## config.mk

```make
export PLATFORM = sky130hd
export DESIGN_NAME = aptr_regs
export DESIGN_NICKNAME = d
export VERILOG_FILES = /design/src/aptr_pkg.sv /design/src/aptr_regs.sv
export SDC_FILE = /design/constraint.sdc
export NUM_CORES = 1
export LEC_CHECK = 0
export BUFFER_PORTS_ARGS = -buffer_cell sky130_fd_sc_hd__clkbuf_2
export CAP_MARGIN = 20
export CELL_PAD_IN_SITES_DETAIL_PLACEMENT = 1
export CELL_PAD_IN_SITES_GLOBAL_PLACEMENT = 1
export CORE_ASPECT_RATIO = 2
export CORE_MARGIN = 5
export CORE_UTILIZATION = 48
export DETAILED_ROUTE_END_ITERATION = 8
export GPL_ROUTABILITY_DRIVEN = 0
export HOLD_SLACK_MARGIN = 0.1
export PLACE_DENSITY = 0.92
export SYNTH_ARGS = -nofsm -noshare
export SYNTH_HDL_FRONTEND = slang
export SYNTH_SLANG_ARGS = --single-unit
export TNS_END_PERCENT = 50
```

## constraint.sdc

```tcl
create_clock -name sys_clk_i -period 12.8 [get_ports sys_clk_i]
set_input_delay 1.92 -clock sys_clk_i [delete_from_list [all_inputs] [get_ports sys_clk_i]]
set_output_delay 1.92 -clock sys_clk_i [all_outputs]
set_load 0.005 [all_outputs]
```

## src/aptr_pkg.sv

```systemverilog
// Package: register map, timing constants and carrier types of the threshold/timing bank
package aptr_pkg;
  localparam logic [7:0] ADDR_PROX_SAMPLE_DURATION = 8'h82;
  localparam logic [7:0] ADDR_WAIT_TIME = 8'h83;
  localparam logic [7:0] ADDR_ALS_LOW_THRESH_LO = 8'h84;
  localparam logic [7:0] ADDR_ALS_LOW_THRESH_HI = 8'h85;
  localparam logic [7:0] ADDR_ALS_HIGH_THRESH_LO = 8'h86;
  localparam logic [7:0] ADDR_ALS_HIGH_THRESH_HI = 8'h87;
  localparam logic [7:0] ADDR_PROX_LOW_THRESH = 8'h88;

  localparam logic [7:0] RST_PROX_SAMPLE_DURATION = 8'h1f;
  localparam logic [7:0] RST_WAIT_TIME = 8'h00;
  localparam logic [7:0] RST_THRESH_BYTE = 8'h00;

  localparam int unsigned CLK_PERIOD_NS = 50;
  localparam int unsigned PROX_UNIT_NS = 88000;
  localparam int unsigned PROX_UNIT_CYC = PROX_UNIT_NS / CLK_PERIOD_NS;
  localparam int unsigned WAIT_UNIT_NS = 2800000;
  localparam int unsigned WAIT_UNIT_CYC = WAIT_UNIT_NS / CLK_PERIOD_NS;
  localparam int unsigned WAIT_LONG_FACTOR = 12;
  localparam int unsigned PERS_CNT_W = 6;

  typedef struct packed {
    logic wr;
    logic rd;
    logic [7:0] addr;
    logic [7:0] wdata;
  } aptr_reg_req_t;

  typedef struct packed {
    logic [15:0] low;
    logic [15:0] high;
  } aptr_als_thr_t;
endpackage

```

## src/aptr_regs.sv

```systemverilog
// Threshold and timing register bank with persistence filters and interrupt pin
`timescale 1ns/10ps
`default_nettype none
// Overview of operation
// Prox sample lasts (duration+1) times 88 us
// Wait lasts (wait_time+1) times 2.8 ms
// Long wait multiplies wait period by twelve
// ALS threshold bytes form one 16-bit value
// Clear below low threshold, persistence met: flag
// Clear above high threshold, persistence met: flag
// Pin asserts on ALS flag with enable
// Low byte buffered until high byte written
// High byte write latches both bytes together
// Host writes low byte, then high byte
// Prox result compared to 8-bit low threshold
// Prox below low threshold, persistence met: flag
// Pin asserts on prox flag with enable
// ALS out-of-range count, cleared inside, equals setting; the code uses the setting for 0 to 3 and (setting-3)*5 for 4 and up
// Prox out-of-range count, cleared inside, equals setting
// Long-wait select is configuration bit two
// Compare once per finished measurement cycle
// Flags stay set until host clears them
module aptr_regs #(
  parameter int unsigned WAIT_UNIT_CYCLES = aptr_pkg::WAIT_UNIT_CYC
) (
  input wire logic sys_clk_i,
  input wire logic rst_n_i,
  input wire aptr_pkg::aptr_reg_req_t reg_req_i,
  output logic [7:0] reg_rdata_o,
  input wire logic long_wait_select_i,
  input wire logic [3:0] als_persistence_i,
  input wire logic [3:0] prox_persistence_i,
  input wire logic als_irq_enable_i,
  input wire logic prox_irq_enable_i,
  input wire logic als_irq_clear_i,
  input wire logic prox_irq_clear_i,
  input wire logic wait_start_i,
  input wire logic prox_sample_start_i,
  input wire logic als_done_i,
  input wire logic [15:0] als_clear_i,
  input wire logic prox_done_i,
  input wire logic [7:0] prox_result_i,
  output logic wait_busy_o,
  output logic prox_sample_busy_o,
  output logic als_irq_flag_o,
  output logic prox_irq_flag_o,
  output logic int_o
);
  localparam int unsigned PW = aptr_pkg::PERS_CNT_W;

  function automatic logic [PW-1:0] als_pers_target(input logic [3:0] v);
    if (v < 4'h4)
      als_pers_target = PW'(v);
    else
      als_pers_target = PW'((int'(v) - 3) * 5);
  endfunction

  function automatic logic [PW-1:0] pers_next(input logic outside, input logic [PW-1:0] cnt,
                                              input logic [PW-1:0] tgt);
    if (!outside)
      pers_next = '0;
    else if (cnt < tgt)
      pers_next = cnt + PW'(1);
    else
      pers_next = cnt;
  endfunction

  logic [7:0] prox_sample_duration;
  logic [7:0] wait_time;
  logic [7:0] als_low_thresh_lo;
  logic [7:0] als_low_thresh_hi;
  logic [7:0] als_high_thresh_lo;
  logic [7:0] als_high_thresh_hi;
  logic [7:0] prox_low_thresh;
  aptr_pkg::aptr_als_thr_t als_thr;

  //////////////////////////////////////////////////////////////////////////////
  // Register writes; the active ALS thresholds only move on a high-byte write
  always_ff @(posedge sys_clk_i)
  begin
    if (!rst_n_i)
    begin
      prox_sample_duration <= aptr_pkg::RST_PROX_SAMPLE_DURATION;
      wait_time <= aptr_pkg::RST_WAIT_TIME;
      als_low_thresh_lo <= aptr_pkg::RST_THRESH_BYTE;
      als_low_thresh_hi <= aptr_pkg::RST_THRESH_BYTE;
      als_high_thresh_lo <= aptr_pkg::RST_THRESH_BYTE;
      als_high_thresh_hi <= aptr_pkg::RST_THRESH_BYTE;
      prox_low_thresh <= aptr_pkg::RST_THRESH_BYTE;
      als_thr <= '0;
    end
    else if (reg_req_i.wr)
    begin
      unique case (reg_req_i.addr)
        aptr_pkg::ADDR_PROX_SAMPLE_DURATION: prox_sample_duration <= reg_req_i.wdata;
        aptr_pkg::ADDR_WAIT_TIME: wait_time <= reg_req_i.wdata;
        aptr_pkg::ADDR_ALS_LOW_THRESH_LO: als_low_thresh_lo <= reg_req_i.wdata;
        aptr_pkg::ADDR_ALS_LOW_THRESH_HI:
        begin
          als_low_thresh_hi <= reg_req_i.wdata;
          als_thr.low <= {reg_req_i.wdata, als_low_thresh_lo};
        end
        aptr_pkg::ADDR_ALS_HIGH_THRESH_LO: als_high_thresh_lo <= reg_req_i.wdata;
        aptr_pkg::ADDR_ALS_HIGH_THRESH_HI:
        begin
          als_high_thresh_hi <= reg_req_i.wdata;
          als_thr.high <= {reg_req_i.wdata, als_high_thresh_lo};
        end
        aptr_pkg::ADDR_PROX_LOW_THRESH: prox_low_thresh <= reg_req_i.wdata;
        default: ;
      endcase
    end
  end

  // Read data is registered; unmapped addresses read zero
  always_ff @(posedge sys_clk_i)
  begin
    if (!rst_n_i)
      reg_rdata_o <= 8'h00;
    else if (reg_req_i.rd)
    begin
      unique case (reg_req_i.addr)
        aptr_pkg::ADDR_PROX_SAMPLE_DURATION: reg_rdata_o <= prox_sample_duration;
        aptr_pkg::ADDR_WAIT_TIME: reg_rdata_o <= wait_time;
        aptr_pkg::ADDR_ALS_LOW_THRESH_LO: reg_rdata_o <= als_low_thresh_lo;
        aptr_pkg::ADDR_ALS_LOW_THRESH_HI: reg_rdata_o <= als_low_thresh_hi;
        aptr_pkg::ADDR_ALS_HIGH_THRESH_LO: reg_rdata_o <= als_high_thresh_lo;
        aptr_pkg::ADDR_ALS_HIGH_THRESH_HI: reg_rdata_o <= als_high_thresh_hi;
        aptr_pkg::ADDR_PROX_LOW_THRESH: reg_rdata_o <= prox_low_thresh;
        default: reg_rdata_o <= 8'h00;
      endcase
    end
  end

  //////////////////////////////////////////////////////////////////////////////
  // Timers: a unit prescaler feeding a down counter of units
  logic [19:0] wait_pre;
  logic [7:0] wait_left;
  logic [10:0] prox_pre;
  logic [7:0] prox_left;
  logic [19:0] wait_unit_len;

  // Stretching the unit keeps the down counter at 8 bits in long-wait mode
  assign wait_unit_len = long_wait_select_i ?
    20'(WAIT_UNIT_CYCLES * aptr_pkg::WAIT_LONG_FACTOR) : 20'(WAIT_UNIT_CYCLES);

  always_ff @(posedge sys_clk_i)
  begin
    if (!rst_n_i)
    begin
      wait_busy_o <= 1'b0;
      wait_pre <= '0;
      wait_left <= 8'h00;
    end
    else if (wait_start_i && !wait_busy_o)
    begin
      wait_busy_o <= 1'b1;
      wait_pre <= wait_unit_len - 20'd1;
      wait_left <= wait_time;
    end
    else if (wait_busy_o)
    begin
      if (wait_pre != '0)
        wait_pre <= wait_pre - 20'd1;
      else if (wait_left == 8'h00)
        wait_busy_o <= 1'b0;
      else
      begin
        wait_left <= wait_left - 8'h01;
        wait_pre <= wait_unit_len - 20'd1;
      end
    end
  end

  always_ff @(posedge sys_clk_i)
  begin
    if (!rst_n_i)
    begin
      prox_sample_busy_o <= 1'b0;
      prox_pre <= '0;
      prox_left <= 8'h00;
    end
    else if (prox_sample_start_i && !prox_sample_busy_o)
    begin
      prox_sample_busy_o <= 1'b1;
      prox_pre <= 11'(aptr_pkg::PROX_UNIT_CYC - 1);
      prox_left <= prox_sample_duration;
    end
    else if (prox_sample_busy_o)
    begin
      if (prox_pre != '0)
        prox_pre <= prox_pre - 11'd1;
      else if (prox_left == 8'h00)
        prox_sample_busy_o <= 1'b0;
      else
      begin
        prox_left <= prox_left - 8'h01;
        prox_pre <= 11'(aptr_pkg::PROX_UNIT_CYC - 1);
      end
    end
  end

  //////////////////////////////////////////////////////////////////////////////
  // Persistence filters and sticky flags; a set in the clear cycle wins
  logic als_outside;
  logic prox_outside;
  logic [PW-1:0] als_tgt;
  logic [PW-1:0] prox_tgt;
  logic [PW-1:0] als_cnt;
  logic [PW-1:0] prox_cnt;
  logic [PW-1:0] next_als_cnt;
  logic [PW-1:0] next_prox_cnt;
  logic als_hit;
  logic prox_hit;

  assign als_outside = (als_clear_i < als_thr.low) || (als_clear_i > als_thr.high);
  assign prox_outside = prox_result_i < prox_low_thresh;
  assign als_tgt = als_pers_target(als_persistence_i);
  assign prox_tgt = PW'(prox_persistence_i);
  assign next_als_cnt = pers_next(als_outside, als_cnt, als_tgt);
  assign next_prox_cnt = pers_next(prox_outside, prox_cnt, prox_tgt);
  // A zero setting fires on every finished measurement (done pulse), whatever the result
  assign als_hit = als_done_i && ((als_tgt == '0) || (als_outside && next_als_cnt == als_tgt));
  assign prox_hit = prox_done_i && ((prox_tgt == '0) || (prox_outside && next_prox_cnt == prox_tgt));

  always_ff @(posedge sys_clk_i)
  begin
    if (!rst_n_i)
    begin
      als_cnt <= '0;
      prox_cnt <= '0;
    end
    else
    begin
      if (als_done_i)
        als_cnt <= next_als_cnt;
      if (prox_done_i)
        prox_cnt <= next_prox_cnt;
    end
  end

  always_ff @(posedge sys_clk_i)
  begin
    if (!rst_n_i)
    begin
      als_irq_flag_o <= 1'b0;
      prox_irq_flag_o <= 1'b0;
    end
    else
    begin
      als_irq_flag_o <= als_hit || (als_irq_flag_o && !als_irq_clear_i);
      prox_irq_flag_o <= prox_hit || (prox_irq_flag_o && !prox_irq_clear_i);
    end
  end

  assign int_o = (als_irq_flag_o && als_irq_enable_i) ||
                 (prox_irq_flag_o && prox_irq_enable_i);

  //////////////////////////////////////////////////////////////////////////////
  // Checks
  logic [31:0] wait_len;
  logic [31:0] wait_exp;
  logic [31:0] prox_len;
  logic [31:0] prox_exp;

  always_ff @(posedge sys_clk_i)
  begin
    if (!rst_n_i)
    begin
      wait_len <= '0;
      wait_exp <= '0;
      prox_len <= '0;
      prox_exp <= '0;
    end
    else
    begin
      if (wait_start_i && !wait_busy_o)
      begin
        wait_len <= '0;
        wait_exp <= (32'(wait_time) + 32'd1) * 32'(wait_unit_len);
      end
      else if (wait_busy_o)
        wait_len <= wait_len + 32'd1;
      if (prox_sample_start_i && !prox_sample_busy_o)
      begin
        prox_len <= '0;
        prox_exp <= (32'(prox_sample_duration) + 32'd1) * 32'(aptr_pkg::PROX_UNIT_CYC);
      end
      else if (prox_sample_busy_o)
        prox_len <= prox_len + 32'd1;
    end
  end
endmodule // aptr_regs
`default_nettype wire

```

==> reports/summary.txt <==
cts bufs inserted = 17
FF-to-FF End = prox_left[6]$_SDFFE_PN0P_
total power = 1.14 mW
cell area after layout = 9140 sq um
worst r2r src = prox_pre[0]$_SDFFE_PN0P_
Synth warnings = 0
clock latency on the worst-skew pair = 0.43 ns
layout cells sized above 1 = 0.122
violation count after the first detailed-route iteration = 610
Clock Skew = 0.00924 ns
unique cell type count in the Yosys netlist = 67
highest routed layer = met4
fmax = 183 MHz
total gr overflow = 0
TritonCTS clock tree = built
synthesized net count = 1160
kind of start point of the critical path = primary input
beginning of the critical path = als_persistence_i[0]
pin count of the biggest net entering global routing = 74
Critical Path Fanout Max = 10
Worst-path clk slew = 0.06 ns
sequential-to-total area share from yosys stat = 0.353
Lkg Pwr = 3.35 nW
Max-Cap Viols = 0
relative slew slack = 0.301
asr flop ratio synth = 0
maximum clock insertion buffer count = 2
Multi-input gate area = 4810 sq um
die area = 19800 sq um
Critical Path End = als_irq_flag_o$_SDFF_PN0_
most frequent cells in the layout = nand2_1 (154), dfxtp_1 (143), a21oi_1 (140), nand3_1 (80), clkbuf_2 (73)
Critical Path RT = 13.13 ns
hold buffers post-CTS = 0
Cell Area, Synth = 8120 sq um
Critical Path End Type = register
antenna cells = 0
WL met1 = 9.10 mm
ratio of final minimum period to clock period = 0.428
worst setup margin = 7.32 ns
area post-placement = 8580 sq um
final count of negative-setup-slack endpoints = 0
register area = 2860 sq um
core area = 16700 sq um
vias in the first global route = 9029
fin. max-slew vios = 0
Arr. time, crit path = 5.80 ns
wire length of the first global-routing pass = 45.8 mm
Fin. Hold Viols = 0
Non-Filler Instances = 1308
status = finished, final reports clean
First-pass DRT Iterations = 7
area leader, netlist = dfxtp_1
Worst Max-Slew Pin Slew = 1.04 ns
Die Y = 194 microns
critical path type = primary input to register
row cnt = 67
initial antenna violation count = 0
Layout Nets = 1208
Power Density = 124 nW/um^2
Synth area leaders = dfxtp_1 (35%), ha_1 (8.9%), a21oi_1 (8.6%)
RSZ-0062 raised after global routing = false
Reg2Reg Setup Slack = 9.57 ns
most common cell after layout, fill and taps aside = nand2_1
number of flops mapped to enable cells by yosys = 0
IO Pins = 74
Post-Route WL = 28.8 mm
vias post-DR = 8234
WL/cell = 22.0 microns
FF-to-FF path depth = 9
Synth Flop Type = dfxtp_1
drt drc = 0
pre-CTS worst setup slack = 6.85 ns
post-placement cell count = 1275
Max rail drop VDD = 81.4 uV
Vias/cell = 6.30
Final HPWL DP = 20.9 mm
antenna viol nets, final = 0
Final min period = 5.48 ns
setup TNS = 0 ns
IO Port Bufs = 73
total track usage = 0.297
Die W = 102 microns
Synth Instances = 1040
Synth top area share = 0.353
post-CTS sizing = 0
DR WL met2 = 15.5 mm
met3 WL post-DR = 1.23 mm
Hold Path Class = register to register
effective utilization at floorplan = 0.487
clk sinks = 143
Area Overhead vs Synth = 12.6%
fill count = 2069
setup bufs post-CTS = 0
CTS Root Cell = clkbuf_16
FF+latch count, synth = 143
mean post-synth cell area = 7.81 sq um
CTS HTree Levels = 4
## sequential cells by signal, summed over array words and instances, names as in the netlist, 6 cells and up
name and count:
wait_pre 20, als_thr 16, prox_pre 11, als_high_thresh_hi 8
als_high_thresh_lo 8, als_low_thresh_hi 8, als_low_thresh_lo 8, prox_left 8
prox_low_thresh 8, prox_sample_duration 8, reg_rdata_o 8, wait_left 8
wait_time 8, als_cnt 6, prox_cnt 6
## Yosys cell counts, types with 3 or more instances
cell type  number
a21o_1          5
ha_1           58
a311oi_1        5
a22oi_1        18
a222oi_1        8
nor2_1         52
inv_1          62
nand4_1         6
or4_1           7
or4_4           3
a31oi_1        11
nor3b_1         4
o21a_1          3
buf_2           8
nand2b_1       16
a21oi_1       140
xnor2_1        24
xor2_1         13
clkbuf_1       42
o211ai_1        6
nand3b_1        7
and3_1          7
o41ai_1         3
a211oi_1       11
nor3_1         20
nand3_1        80
and4_1          3
nor4b_1         3
a41o_1          3
mux2i_1         7
a31o_2          8
or3_1           5
nand2_1       154
nor4_1          8
o21ai_0        41
a2111oi_0       3
nor2b_1         8
dfxtp_1       143
## power breakdown
part	leakage, nW	internal (mW)	switching (mW)
clock network	0.268	0.265	0.204
logic	1.92	0.0710	0.113
registers	1.16	0.462	0.0199
## worst max-delay path, cell delays in order
cell,delay (ns)
clkbuf_2,0.14
a21oi_1,0.24
xor2_1,0.20
ha_1,0.26
ha_1,0.21
fa_1,0.39
xnor2_1,0.15
o21ai_0,0.31
inv_1,0.09
ha_1,0.32
a21oi_1,0.15
o21ai_0,0.15
nor2_1,0.48
and4_1,0.33
xnor2_1,0.13
nand3_1,0.09
o41ai_1,0.27
## how the worst min path moves through the flow
stage                              startpoint                   endpoint  slack (ns)  cells past startpoint
floorplan           prox_left[7]$_SDFFE_PN0P_  prox_left[7]$_SDFFE_PN0P_        0.43                      2
global placement    prox_left[7]$_SDFFE_PN0P_  prox_left[7]$_SDFFE_PN0P_        0.44                      2
detailed placement  prox_left[7]$_SDFFE_PN0P_  prox_left[7]$_SDFFE_PN0P_        0.45                      2
CTS                   als_thr[7]$_SDFFE_PN0P_    als_thr[7]$_SDFFE_PN0P_        0.46                      2
global route        prox_left[7]$_SDFFE_PN0P_  prox_left[7]$_SDFFE_PN0P_        0.49                      2
finish                als_thr[6]$_SDFFE_PN0P_    als_thr[6]$_SDFFE_PN0P_        0.46                      2
## cells by family (layout without fill, tap and decap cells)
kind of cell	count (synthesis)	count (layout)	share of synthesized area
fa+ha+maj	59	59	0.0918
buf+inv	115	176	0.0549
simple gates	399	399	0.242
flops	143	143	0.353
mux	8	8	0.0100
compound gates	279	279	0.209
xor+xnor	37	37	0.0399
## final cells by class
class | instances | share of cell area
clock inverters | 15 | 0.0134
repair buffers | 80 | 0.0457
flip-flops and latches | 143 | 0.313
inverters | 64 | 0.0264
well taps | 207 | 0.0283
clock buffers | 17 | 0.0465
multi-input cells | 782 | 0.526
## metal layers
metal | track usage | vias to the layer above
met3 | 0.0612 | 155
li1 | - | 3819
met5 | 0 | -
met4 | 0.255 | 0
met2 | 0.544 | 271
met1 | 0.260 | 3989
## stage by stage
stage,hold WS (ns),util
after floorplan,0.427,-
after global routing,0.486,0.548
after CTS,0.459,0.547
after detailed placement,0.450,0.515
after global placement,0.438,0.515
final,0.456,0.548
Note: power is estimated with default switching activity, not from simulation.
